--- config.mk ---
export PLATFORM = sky130hd
export DESIGN_NAME = dsp_serial_pair
export DESIGN_NICKNAME = d
export VERILOG_FILES = /design/src/logic/dsp_pkg.sv /design/src/logic/dsp_serial_pair.sv
export SDC_FILE = /design/constraint.sdc
export NUM_CORES = 1
export LEC_CHECK = 0
export BUFFER_PORTS_ARGS = -buffer_cell sky130_fd_sc_hd__buf_2
export CAP_MARGIN = 20
export CORE_MARGIN = 4
export CORE_UTILIZATION = 35
export CTS_CLUSTER_SIZE = 20
export DETAILED_ROUTE_END_ITERATION = 12
export GPL_TIMING_DRIVEN = 0
export PLACE_DENSITY = 0.6
export SLEW_MARGIN = 20
export SYNTH_ARGS = -nofsm -noshare
export SYNTH_HDL_FRONTEND = slang
export SYNTH_SLANG_ARGS = --single-unit
export TNS_END_PERCENT = 30
--- constraint.sdc ---
create_clock -name clk_i -period 2.3 [get_ports clk_i]
set_input_delay 0.23 -clock clk_i [delete_from_list [all_inputs] [get_ports clk_i]]
set_output_delay 0.23 -clock clk_i [all_outputs]
set_load 0.02 [all_outputs]
--- src/logic/dsp_pkg.sv ---
// Purpose: Shared constants and types for the dual serial port pair.
// Assumes: 8-bit register port, one 100 MHz system clock.
// Notes:   Channel 0 is the first port, channel 1 the second port.
`default_nettype none

package dsp_pkg;

   // ------------------------------------------------------------
   // Register offsets
   // ------------------------------------------------------------
   localparam logic [7:0] DSP_ADDR_PWR_BAUD = 8'h87;
   localparam logic [7:0] DSP_ADDR_T1_RELOAD = 8'h8D;
   localparam logic [7:0] DSP_ADDR_P2_CTRL = 8'h8E;
   localparam logic [7:0] DSP_ADDR_P2_DATA = 8'h8F;
   localparam logic [7:0] DSP_ADDR_OPTIONS = 8'h94;
   localparam logic [7:0] DSP_ADDR_P1_CTRL = 8'h98;
   localparam logic [7:0] DSP_ADDR_P1_DATA = 8'h99;
   localparam logic [7:0] DSP_ADDR_RATE_SEL = 8'hC8;

   // ------------------------------------------------------------
   // Field positions and reset values
   // ------------------------------------------------------------
   localparam int DSP_BIT_DOUBLER = 7;
   localparam int DSP_BIT_ONE_WIRE = 7;
   localparam int DSP_BIT_RX_SRC = 5;
   localparam int DSP_BIT_TX_SRC = 4;
   localparam int DSP_BIT_P2_SEL = 7;
   localparam int DSP_BIT_MP_FILTER = 5;
   localparam int DSP_BIT_RX_ALLOW = 4;
   localparam int DSP_BIT_TX_NINTH = 3;
   localparam int DSP_BIT_RX_NINTH = 2;
   localparam int DSP_BIT_TX_DONE = 1;
   localparam int DSP_BIT_RX_DONE = 0;
   localparam logic [7:0] DSP_RST_BYTE = 8'h00;

   // ------------------------------------------------------------
   // Modes and timing counts
   // ------------------------------------------------------------
   localparam logic [1:0] DSP_MODE_SHIFT = 2'h0;
   localparam logic [1:0] DSP_MODE_FIX9 = 2'h2;
   localparam logic [3:0] DSP_TICK_LAST = 4'hF;
   localparam logic [3:0] DSP_TICK_SMP_A = 4'h7;
   localparam logic [3:0] DSP_TICK_SMP_B = 4'h8;
   localparam logic [3:0] DSP_TICK_SMP_C = 4'h9;
   localparam logic [3:0] DSP_STOP_8BIT = 4'h9;
   localparam logic [3:0] DSP_STOP_9BIT = 4'hA;
   localparam logic [3:0] DSP_SHIFT_LAST = 4'h7;
   localparam logic [7:0] DSP_T1_TOP = 8'hFF;

   typedef enum logic {DSP_IDLE = 1'b0, DSP_RUN = 1'b1} dsp_run_t;

   typedef struct packed {
      logic [1:0] mode;
      logic sm2;
      logic ren;
      logic tb8;
      logic rb8;
      logic ti;
      logic ri;
      logic [7:0] rbuf;
      dsp_run_t tx_st;
      logic m0_rx;
      logic [3:0] tx_tick;
      logic [3:0] tx_bit;
      logic [8:0] tx_sh;
      dsp_run_t rx_st;
      logic [3:0] rx_tick;
      logic [3:0] rx_bit;
      logic [8:0] rx_sh;
      logic [1:0] rx_smp;
      logic rx_prev;
   } dsp_chan_t;

   typedef struct packed {
      dsp_chan_t [1:0] ch;
      logic baud_doubler;
      logic one_wire;
      logic rclk_t2;
      logic port1_tx_rate_source_t2;
      logic [7:0] th1;
      logic [7:0] t1_cnt;
      logic t1_pre;
      logic t1_half;
      logic [1:0] m2_pre;
      logic rxd_s1;
      logic rxd_s2;
      logic txp_s1;
      logic txp_s2;
      logic p2_s1;
      logic p2_s2;
      logic p1_txd;
      logic p1_txd_oe;
      logic p1_rxd;
      logic p1_rxd_oe;
      logic p2_txd;
      logic [7:0] rdata;
   } dsp_state_t;

endpackage

`default_nettype wire

--- src/logic/dsp_serial_pair.sv ---
// Purpose: Two asynchronous serial ports with a byte-wide register port.
// Assumes: Timer2 overflow pulse arrives from same-clock logic; pins are async.
// Notes:   Timer1 runs here in auto-reload form only, as the shared rate source.
//
// Notes on behaviour
// - One-wire mode shares the transmit pin both ways
// - Data address splits write-holding and read-receive
// - Data write loads and starts a frame
// - Port one mode field picks four modes
// - Nine-bit filter drops frames with ninth zero
// - Eight-bit filter needs valid stop bit
// - Reception only while receive-enable set
// - Nine-bit frames send the transmit ninth bit
// - Receive ninth bit captures ninth or stop
// - Port one transmit flag timing, software clears
// - Port one receive flag timing, software clears
// - Port two bit picks eight or nine bits
// - Port two transmit flag at stop start
// - Port two receive flag at stop sample
// - Doubler speeds port one; port two always doubled
// - Port two has no Timer2 nor one-wire
// - Timer1 rate formula for variable modes
// - Timer2 rate is overflow over sixteen
// - Fixed nine-bit rate is clock over 64, or clock over 32 when doubled
// - Separate receive and transmit rate sources
// - Timer1 reloads low byte at overflow
//
// The plain strobed port was decided locally.
`default_nettype none

module dsp_serial_pair
(
   input wire logic clk_i,
   input wire logic rst_n_i,
   input wire logic ce_i,
   input wire logic [7:0] addr_i,
   input wire logic [7:0] wdata_i,
   input wire logic wr_i,
   input wire logic rd_i,
   output logic [7:0] rdata_o,
   input wire logic timer2_ovf_i,
   input wire logic p1_txd_i,
   output logic p1_txd_o,
   output logic p1_txd_oe_o,
   input wire logic p1_rxd_i,
   output logic p1_rxd_o,
   output logic p1_rxd_oe_o,
   input wire logic p2_rxd_i,
   output logic p2_txd_o
);
   import dsp_pkg::*;

   dsp_state_t st_ff;
   dsp_state_t nxt_st;

   // ------------------------------------------------------------
   // Helpers
   // ------------------------------------------------------------
   function automatic logic maj3(input logic a, input logic b, input logic c);
      maj3 = (a & b) | (a & c) | (b & c);
   endfunction

   function automatic logic [3:0] stop_idx(input logic nine);
      stop_idx = nine ? DSP_STOP_9BIT : DSP_STOP_8BIT;
   endfunction

   // Line level for the bit that the transmitter currently holds
   function automatic logic tx_level(input dsp_chan_t ch);
      if (ch.tx_st == DSP_IDLE)
      begin
         tx_level = 1'b1;
      end
      else if (ch.tx_bit == 4'h0)
      begin
         tx_level = 1'b0;
      end
      else if (ch.tx_bit >= stop_idx(ch.mode[1]))
      begin
         tx_level = 1'b1;
      end
      else
      begin
         tx_level = ch.tx_sh[ch.tx_bit - 4'h1];
      end
   endfunction

   // ------------------------------------------------------------
   // Next state
   // ------------------------------------------------------------
   always_comb
   begin
      logic ovf;
      logic m2_tick;
      logic p1_t1_tick;
      logic [1:0] tk_t;
      logic [1:0] tk_r;
      logic [1:0] ln;
      logic m;
      logic nine;
      logic [7:0] ctrl_a;
      logic [7:0] data_a;
      ovf = 1'b0;
      m = 1'b0;
      nine = 1'b0;
      m2_tick = 1'b0;
      p1_t1_tick = 1'b0;
      tk_t = 2'h0;
      tk_r = 2'h0;
      ln = 2'h0;
      ctrl_a = DSP_ADDR_P1_CTRL;
      data_a = DSP_ADDR_P1_DATA;
      nxt_st = st_ff;

      // Control writes first, so hardware flag sets below win over a clear
      if (wr_i)
      begin
         case (addr_i)
            DSP_ADDR_PWR_BAUD: nxt_st.baud_doubler = wdata_i[DSP_BIT_DOUBLER];
            DSP_ADDR_OPTIONS: nxt_st.one_wire = wdata_i[DSP_BIT_ONE_WIRE];
            DSP_ADDR_T1_RELOAD: nxt_st.th1 = wdata_i;
            DSP_ADDR_RATE_SEL:
            begin
               nxt_st.rclk_t2 = wdata_i[DSP_BIT_RX_SRC];
               nxt_st.port1_tx_rate_source_t2 = wdata_i[DSP_BIT_TX_SRC];
            end
            DSP_ADDR_P1_CTRL:
            begin
               nxt_st.ch[0].mode = wdata_i[7:6];
               nxt_st.ch[0].sm2 = wdata_i[DSP_BIT_MP_FILTER];
            end
            DSP_ADDR_P2_CTRL:
            begin
               // The second port only has the two variable-rate modes
               nxt_st.ch[1].mode = {wdata_i[DSP_BIT_P2_SEL], 1'b1};
            end
            default:
            begin
            end
         endcase
      end
      for (int c = 0; c < 2; c++)
      begin
         ctrl_a = (c == 0) ? DSP_ADDR_P1_CTRL : DSP_ADDR_P2_CTRL;
         if (wr_i && addr_i == ctrl_a)
         begin
            nxt_st.ch[c].ren = wdata_i[DSP_BIT_RX_ALLOW];
            nxt_st.ch[c].tb8 = wdata_i[DSP_BIT_TX_NINTH];
            nxt_st.ch[c].rb8 = wdata_i[DSP_BIT_RX_NINTH];
            nxt_st.ch[c].ti = wdata_i[DSP_BIT_TX_DONE];
            nxt_st.ch[c].ri = wdata_i[DSP_BIT_RX_DONE];
         end
      end

      // Timer1 in auto-reload: counts every second clock
      nxt_st.t1_pre = ~st_ff.t1_pre;
      if (st_ff.t1_pre)
      begin
         if (st_ff.t1_cnt == DSP_T1_TOP)
         begin
            nxt_st.t1_cnt = st_ff.th1;
            ovf = 1'b1;
            nxt_st.t1_half = ~st_ff.t1_half;
         end
         else
         begin
            nxt_st.t1_cnt = st_ff.t1_cnt + 8'h01;
         end
      end

      // Fixed rate: 16 ticks per bit at clock/4 or clock/2
      nxt_st.m2_pre = st_ff.m2_pre + 2'h1;
      m2_tick = st_ff.baud_doubler ? st_ff.m2_pre[0] : (&st_ff.m2_pre);
      // Overflow halved unless doubled gives the 2x(256-reload)x32 divide
      p1_t1_tick = ovf & (st_ff.baud_doubler | st_ff.t1_half);
      if (st_ff.ch[0].mode == DSP_MODE_FIX9)
      begin
         tk_t[0] = m2_tick;
         tk_r[0] = m2_tick;
      end
      else
      begin
         // Each Timer2 overflow is one sixteenth of a bit
         tk_t[0] = st_ff.port1_tx_rate_source_t2 ? timer2_ovf_i : p1_t1_tick;
         tk_r[0] = st_ff.rclk_t2 ? timer2_ovf_i : p1_t1_tick;
      end
      // Second port: Timer1 only, always at the doubled rate
      tk_t[1] = ovf;
      tk_r[1] = ovf;

      // Pin synchronisers
      nxt_st.rxd_s1 = p1_rxd_i;
      nxt_st.rxd_s2 = st_ff.rxd_s1;
      nxt_st.txp_s1 = p1_txd_i;
      nxt_st.txp_s2 = st_ff.txp_s1;
      nxt_st.p2_s1 = p2_rxd_i;
      nxt_st.p2_s2 = st_ff.p2_s1;
      ln[0] = st_ff.one_wire ? st_ff.txp_s2 : st_ff.rxd_s2;
      ln[1] = st_ff.p2_s2;

      for (int c = 0; c < 2; c++)
      begin
         data_a = (c == 0) ? DSP_ADDR_P1_DATA : DSP_ADDR_P2_DATA;
         nine = st_ff.ch[c].mode[1];
         nxt_st.ch[c].rx_prev = ln[c];
         if (c == 0 && st_ff.ch[0].mode == DSP_MODE_SHIFT)
         begin
            // Shift mode: one bit per two clocks, clock low then high
            if (st_ff.ch[0].tx_st == DSP_RUN)
            begin
               nxt_st.ch[0].tx_tick = {3'h0, ~st_ff.ch[0].tx_tick[0]};
               if (st_ff.ch[0].tx_tick[0])
               begin
                  nxt_st.ch[0].tx_sh = {1'b0, st_ff.rxd_s2, st_ff.ch[0].tx_sh[7:1]};
                  nxt_st.ch[0].tx_bit = st_ff.ch[0].tx_bit + 4'h1;
                  if (st_ff.ch[0].tx_bit == DSP_SHIFT_LAST)
                  begin
                     nxt_st.ch[0].tx_st = DSP_IDLE;
                     if (st_ff.ch[0].m0_rx)
                     begin
                        nxt_st.ch[0].ri = 1'b1;
                        nxt_st.ch[0].rbuf = {st_ff.rxd_s2, st_ff.ch[0].tx_sh[7:1]};
                     end
                     else
                     begin
                        nxt_st.ch[0].ti = 1'b1;
                     end
                  end
               end
            end
            else if (st_ff.ch[0].ren && !st_ff.ch[0].ri)
            begin
               // A receive transfer starts when enabled and the last byte was taken
               nxt_st.ch[0].tx_st = DSP_RUN;
               nxt_st.ch[0].m0_rx = 1'b1;
               nxt_st.ch[0].tx_bit = 4'h0;
               nxt_st.ch[0].tx_tick = 4'h0;
            end
         end
         else
         begin
            // Transmitter: 16 ticks per bit, flag at the start of the stop bit
            if (st_ff.ch[c].tx_st == DSP_RUN && tk_t[c])
            begin
               nxt_st.ch[c].tx_tick = st_ff.ch[c].tx_tick + 4'h1;
               if (st_ff.ch[c].tx_tick == DSP_TICK_LAST)
               begin
                  nxt_st.ch[c].tx_bit = st_ff.ch[c].tx_bit + 4'h1;
                  if (st_ff.ch[c].tx_bit + 4'h1 == stop_idx(nine))
                  begin
                     nxt_st.ch[c].ti = 1'b1;
                  end
                  if (st_ff.ch[c].tx_bit == stop_idx(nine))
                  begin
                     nxt_st.ch[c].tx_st = DSP_IDLE;
                  end
               end
            end

            // Receiver: falling edge starts, majority of three near centre
            if (st_ff.ch[c].rx_st == DSP_IDLE)
            begin
               if (st_ff.ch[c].ren && st_ff.ch[c].rx_prev && !ln[c])
               begin
                  nxt_st.ch[c].rx_st = DSP_RUN;
                  nxt_st.ch[c].rx_tick = 4'h0;
                  nxt_st.ch[c].rx_bit = 4'h0;
               end
            end
            else if (tk_r[c])
            begin
               nxt_st.ch[c].rx_tick = st_ff.ch[c].rx_tick + 4'h1;
               // Next bit after sixteen ticks
               if (st_ff.ch[c].rx_tick == DSP_TICK_LAST)
               begin
                  nxt_st.ch[c].rx_bit = st_ff.ch[c].rx_bit + 4'h1;
               end
               if (st_ff.ch[c].rx_tick == DSP_TICK_SMP_A ||
                   st_ff.ch[c].rx_tick == DSP_TICK_SMP_B)
               begin
                  nxt_st.ch[c].rx_smp = {st_ff.ch[c].rx_smp[0], ln[c]};
               end
               if (st_ff.ch[c].rx_tick == DSP_TICK_SMP_C)
               begin
                  m = maj3(st_ff.ch[c].rx_smp[1], st_ff.ch[c].rx_smp[0], ln[c]);
                  if (st_ff.ch[c].rx_bit == 4'h0)
                  begin
                     // A start bit that reads high was a glitch
                     if (m)
                     begin
                        nxt_st.ch[c].rx_st = DSP_IDLE;
                     end
                  end
                  else if (st_ff.ch[c].rx_bit < stop_idx(nine))
                  begin
                     nxt_st.ch[c].rx_sh[st_ff.ch[c].rx_bit - 4'h1] = m;
                  end
                  else
                  begin
                     nxt_st.ch[c].rx_st = DSP_IDLE;
                     if (nine)
                     begin
                        if (!(st_ff.ch[c].sm2 && !st_ff.ch[c].rx_sh[8]))
                        begin
                           nxt_st.ch[c].ri = 1'b1;
                           nxt_st.ch[c].rb8 = st_ff.ch[c].rx_sh[8];
                           nxt_st.ch[c].rbuf = st_ff.ch[c].rx_sh[7:0];
                        end
                     end
                     else if (!st_ff.ch[c].sm2 || m)
                     begin
                        nxt_st.ch[c].ri = 1'b1;
                        nxt_st.ch[c].rb8 = m;
                        nxt_st.ch[c].rbuf = st_ff.ch[c].rx_sh[7:0];
                     end
                  end
               end
            end
         end

         // Data write fills the transmit path only; receive byte is untouched
         if (wr_i && addr_i == data_a)
         begin
            nxt_st.ch[c].tx_st = DSP_RUN;
            nxt_st.ch[c].m0_rx = 1'b0;
            nxt_st.ch[c].tx_tick = 4'h0;
            nxt_st.ch[c].tx_bit = 4'h0;
            nxt_st.ch[c].tx_sh = {st_ff.ch[c].tb8, wdata_i};
         end
      end

      // Pin drivers, one register stage behind the engine state
      if (st_ff.ch[0].mode == DSP_MODE_SHIFT)
      begin
         // Clock on the transmit pin, data on the receive pin
         nxt_st.p1_txd = (st_ff.ch[0].tx_st == DSP_IDLE) | st_ff.ch[0].tx_tick[0];
         nxt_st.p1_txd_oe = 1'b1;
         nxt_st.p1_rxd = st_ff.ch[0].tx_sh[0];
         nxt_st.p1_rxd_oe = (st_ff.ch[0].tx_st == DSP_RUN) & ~st_ff.ch[0].m0_rx;
      end
      else
      begin
         nxt_st.p1_txd = tx_level(st_ff.ch[0]);
         // One-wire: release the shared pin whenever no frame is going out
         nxt_st.p1_txd_oe = ~st_ff.one_wire | (st_ff.ch[0].tx_st == DSP_RUN);
         nxt_st.p1_rxd = 1'b1;
         nxt_st.p1_rxd_oe = 1'b0;
      end
      nxt_st.p2_txd = tx_level(st_ff.ch[1]);

      // Read data stands for the one cycle after the strobe
      nxt_st.rdata = 8'h00;
      if (rd_i)
      begin
         case (addr_i)
            DSP_ADDR_PWR_BAUD: nxt_st.rdata = {st_ff.baud_doubler, 7'h00};
            DSP_ADDR_OPTIONS: nxt_st.rdata = {st_ff.one_wire, 7'h00};
            DSP_ADDR_T1_RELOAD: nxt_st.rdata = st_ff.th1;
            DSP_ADDR_RATE_SEL: nxt_st.rdata = {2'h0, st_ff.rclk_t2, st_ff.port1_tx_rate_source_t2, 4'h0};
            DSP_ADDR_P1_CTRL: nxt_st.rdata = {st_ff.ch[0].mode, st_ff.ch[0].sm2,
               st_ff.ch[0].ren, st_ff.ch[0].tb8, st_ff.ch[0].rb8, st_ff.ch[0].ti,
               st_ff.ch[0].ri};
            DSP_ADDR_P1_DATA: nxt_st.rdata = st_ff.ch[0].rbuf;
            DSP_ADDR_P2_CTRL: nxt_st.rdata = {st_ff.ch[1].mode[1], 2'h0,
               st_ff.ch[1].ren, st_ff.ch[1].tb8, st_ff.ch[1].rb8, st_ff.ch[1].ti,
               st_ff.ch[1].ri};
            DSP_ADDR_P2_DATA: nxt_st.rdata = st_ff.ch[1].rbuf;
            default: nxt_st.rdata = 8'h00;
         endcase
      end
   end

   // ------------------------------------------------------------
   // State register
   // ------------------------------------------------------------
   always_ff @(posedge clk_i or negedge rst_n_i)
   begin
      if (!rst_n_i)
      begin
         st_ff <= '0;
         st_ff.ch[1].mode <= 2'h1;
         st_ff.p1_txd <= 1'b1;
         st_ff.p1_txd_oe <= 1'b1;
         st_ff.p1_rxd <= 1'b1;
         st_ff.p2_txd <= 1'b1;
      end
      else if (ce_i)
      begin
         st_ff <= nxt_st;
      end
   end

   assign rdata_o = st_ff.rdata;
   assign p1_txd_o = st_ff.p1_txd;
   assign p1_txd_oe_o = st_ff.p1_txd_oe;
   assign p1_rxd_o = st_ff.p1_rxd;
   assign p1_rxd_oe_o = st_ff.p1_rxd_oe;
   assign p2_txd_o = st_ff.p2_txd;
endmodule

`default_nettype wire

# [Yosys cells after proc, flatten, opt, wreduce, memory -nomap -nowiden]
# Index checks and enable logic that the tools add are counted.
[op_classes] addsub=14 magnitude_cmp=10 n_eq_ne=39 mux=117 bitwise=25 n_reduce_logical=74
[op_table] op="$mux W9" n=26
[op_table] op="$eq A8 B8 Y1 const B" n=9
[op_table] op="$pmux W8 S8" n=1
[op_table] op="$mux W1" n=57
[op_table] op="$mux W8" n=6
[op_table] op="$mux W20" n=2
[op_table] op="$mux W19" n=2
[op_table] op="$mux W11" n=3
[op_table] op="$add A4 B1 Y4 const B" n=8
[op_table] op="$eq A4 B4 Y1 const B" n=8
[op_table] op="$reduce_and A3 Y1" n=10
[op_table] op="$reduce_and A4 Y1" n=7
[op_table] op="$reduce_bool A2 Y1" n=12
[op_table] op="$lt A4 B5 Y1 const B" n=4
[op_table] op="$mux W10" n=2
[op_table] op="$mux W4" n=5
[op_table] op="$bwmux W9" n=2
[op_table] op="$eq A4 B4 Y1" n=4
[op_table] op="$logic_not A4 Y1" n=4
[op_table] op="$sub A4 B1 Y4 const B" n=4
[op_table] op="$reduce_and A5 Y1" n=3
[op_table] op="$logic_and A1 B1 Y1" n=14
[op_table] op="$ne A2 B1 Y1 const B" n=7
[op_table] op="$reduce_and A2 Y1" n=7
[op_table] op="other kinds (25)" n=72
[word_totals] ff_bits=152 inputBits=25 out_inout_bits=13

# [Logic depth before layout (Yosys ltp)]
[depth] word_depth=14 ltp_mapped=10 ltp_nobuf=8

# [Worst setup path after synthesis]
# Ideal clock, no wire load.
[synth_path] path_kind="reg2reg" startpoint="reg st_ff[98] (netlist bit)" endpoint="reg st_ff[83] (netlist bit)" setup_ns=0.125 arrival_ns=2.375 required_time_ns=2.175 slack_ns=-0.200 stages_incl_launch_ff=11 n_path_buf=2 cell_sequence="dfrtp_1 clkbuf_1 inv_1 ha_1 o21a_1 o31ai_1 nor2_1 mux2_2 and3_1 buf_2 mux2_2"
[synth_between] elab_chain_len=7
[synth_rtl] element="from (decl)" line="dsp_serial_pair.sv:53" text="dsp_state_t st_ff;"
[synth_rtl] element="from (signal assigned)" line="dsp_serial_pair.sv:388" text="st_ff <= nxt_st;"
[synth_rtl] element="parallel branches: the longest is 7 deep, another holds $lt A4 B4 Y1"
# Parallel ways; which one is timed is not known. The select of a mux whose other input is x is not followed.
# A chain may end at the register's enable or synchronous reset.

==> run metrics <==
number of synthesized flops with an enable pin 0; clk root buf clkbuf_16; share of layout cells above drive strength 1 25.64%; outcome finished with violations; adder-cell share of the synthesized area 4.931%; hold depth 2; wire length per cell 18.54 µm; final wirelength 23270 µm; post-synthesis mux area share 13.87%; Initial Utilization 36.00%; FMAX 412.6 MHz; worst r2r src st_ff[98]; Post-Synth Simple-Gate Area 17.82%; I/O pins 38; Clock transition at path regs 60 ps; First-pass DRT Iterations 5; Final Max Tran Viols 0; vias per inst 5.389; Max-Cap Viols 0; Overall Power 7.537 mW; CP Data Required Time 2610 ps; worst setup path start st_ff[98]; number of synthesized register bits 152; post-synth top area share 43.44%; row count 56; min Tclk post-route 2424 ps; most frequent cells in the layout dfrtp_1, nand2_1, mux2_2; unrepaired setup endpoints after global routing yes; number of antenna cells inserted 0; Synth Warn # 0; Area Overhead vs Synth 19.96%; Max FO, Critical Path 5; CTS Buf Count 17; clock buffer depth 2; DRT iter0 DRCs 503; Core Area 0.02368 mm²; die footprint 0.02692 mm²; XOR/XNOR Fraction of Synth Area 1.849%; Clock Latency Late Sink 420 ps; clk sinks 152; GR Util All Layers 17.72%; Power Density 736.9 mW/mm²; Crit Path Class reg2reg; Final ANT Viol Nets 0; port buffer count 34; largest net degree at the start of global routing 95; CP arrival 2730 ps; Startpoint Class flip-flop; Final Net Count 980; Area contributors post-synth dfrtp_1, mux2_2, ha_1, nand2_1, mux2i_1; Mapped Nets 904; number of global-route vias before repair 6695; reg2reg path depth 11; Mean Syn Cell Area 10.07 µm²; gr ovfl total 0; Netlist Area Pre-Place 0.008526 mm²; HPWL after DPL 16080 µm; number of distinct library cells after synthesis 73; Syn Inst Count 847; main combinational cell family by area after synthesis simple AND/OR/NAND/NOR gates; vias 6763; Residual DRC 0; Synth Flop Type dfrtp_1; failing checks setup timing; H-tree Lvls 4; post-synth top area cell dfrtp_1; Die Ht 164.1 µm; Setup Viol. Count Final 17; CP Capture Type flip-flop; Final Cycle Share 105.4%; CTS tree done; hold crit path type in2reg; worst setup margin -123.7 ps; Async S/R FF share, synth 100.0%; Slew Limit Headroom 41.48%; maximum VDD drop 490.8 µV; Hold Vio Cnt, Final 0; GPL Wtd Cong 0.8466; Final Skew 6.965 ps; commonest non-fill, non-tap cell in the layout dfrtp_1; Pleak 4.534 nW; Setup TNS -1134 ps; register-to-register setup slack -120 ps; register area share after synthesis 44.67%; worst slew pin tran 877.7 ps; chip width 164.1 µm; initial antenna violation count 0; Fill cells 2283; compound-cell area share of the yosys netlist 12.77%; first-pass GRT wire length 37110 µm
[power by group]
part | internal (mW) | switching, mW | total [mW]
registers | 2.93 | 0.274 | 3.20
clock network | 1.79 | 1.14 | 2.94
logic | 0.587 | 0.814 | 1.40
[repair_timing]
action,CTS,global route
pin swaps,7,14
hold buffers,1,0
gates resized for setup,33,37
setup buffers,10,13
endpoints found under the hold margin,54,0
endpoints found under the setup margin,81,81
[cells in the mapped netlist (4+ instances only)]
cell type	number
nand4_1	8
ha_1	32
nor3_1	16
mux4_2	4
buf_2	5
xnor2_1	10
o31ai_1	5
nand2b_1	6
o21ai_0	46
dfrtp_1	148
and3b_1	4
mux2_2	73
nor3b_1	13
nand3b_1	6
a221oi_1	5
nor2b_1	9
nand3_1	33
a211oi_1	4
mux2i_1	27
nor2_1	44
and4_1	4
and3_1	10
dfstp_2	4
a31oi_1	9
a22oi_1	4
o22ai_1	13
buf_4	8
and2_1	6
xor2_1	8
a22o_1	10
clkbuf_1	28
inv_1	38
nand2_1	106
o2bb2ai_1	8
a21oi_1	27
[kinds of logic (layout without fill, tap and decap cells)]
kind of cell | after synthesis | count (layout)
xor+xnor | 18 | 18
mux | 104 | 104
flops | 152 | 152
fa+ha+maj | 34 | 34
compound gates | 163 | 163
simple gates | 293 | 293
buf+inv | 83 | 172
[per-layer routing]
layer | vias up | GRT usage (%) | wire, µm
met5 | - | 0 | 0
met4 | 0 | 4.613 | 405
met3 | 31 | 4.015 | 1121
met2 | 162 | 26.46 | 10280
met1 | 3357 | 25.99 | 11460
li1 | 3213 | - | -
[final cells by class]
type / count / area (µm²) / area share, %
multi-input cells: 612 / 4619 / 45.17
flip-flops and latches: 152 / 3814 / 37.29
clock buffers: 21 / 470.5 / 4.600
well taps: 319 / 399.1 / 3.903
repair buffers: 59 / 394.1 / 3.854
plain buffers: 43 / 232.7 / 2.276
inverters: 38 / 151.4 / 1.480
clock inverters: 11 / 146.4 / 1.431
[worst min path at each step]
stage / endpoint / startpoint
after floorplan: async pin / rst_n_i
after global placement: st_ff[121] / st_ff[121]
after detailed placement: st_ff[61] / rst_n_i
after CTS: nxt_st[13] / p2_rxd_i
after global routing: nxt_st[17] / p1_rxd_i
final: nxt_st[17] / p1_rxd_i
[per-stage QoR]
step | util [%] | hold slack [ps] | cells | instance area (µm²) | setup WS (ps)
6_report | 43.18 | 35.38 | 1255 | 10230 | -123.7
2_1_floorplan | - | -65.59 | 847 | 8532 | 1.438
3_5_place_dp | 38.59 | 201.8 | 1201 | 9139 | -1125
5_1_grt | 43.18 | 25.66 | 1255 | 10230 | -204.2
3_3_place_gp | 38.43 | 456.3 | 1200 | 9101 | -1354
4_1_cts | 42.16 | 24.59 | 1244 | 9985 | -76.42
[critical path, cell delays in order, from the launching register on]
cell and delay [ps]:
dfrtp_1 360, clkbuf_8 150, clkinvlp_4 120, ha_4 230, o21a_1 130, o31ai_4 230, buf_6 150, buf_4 100
nand3b_1 160, nor3_4 240, nand3_1 130, mux2_2 290
(Power assumes the default switching activity.)
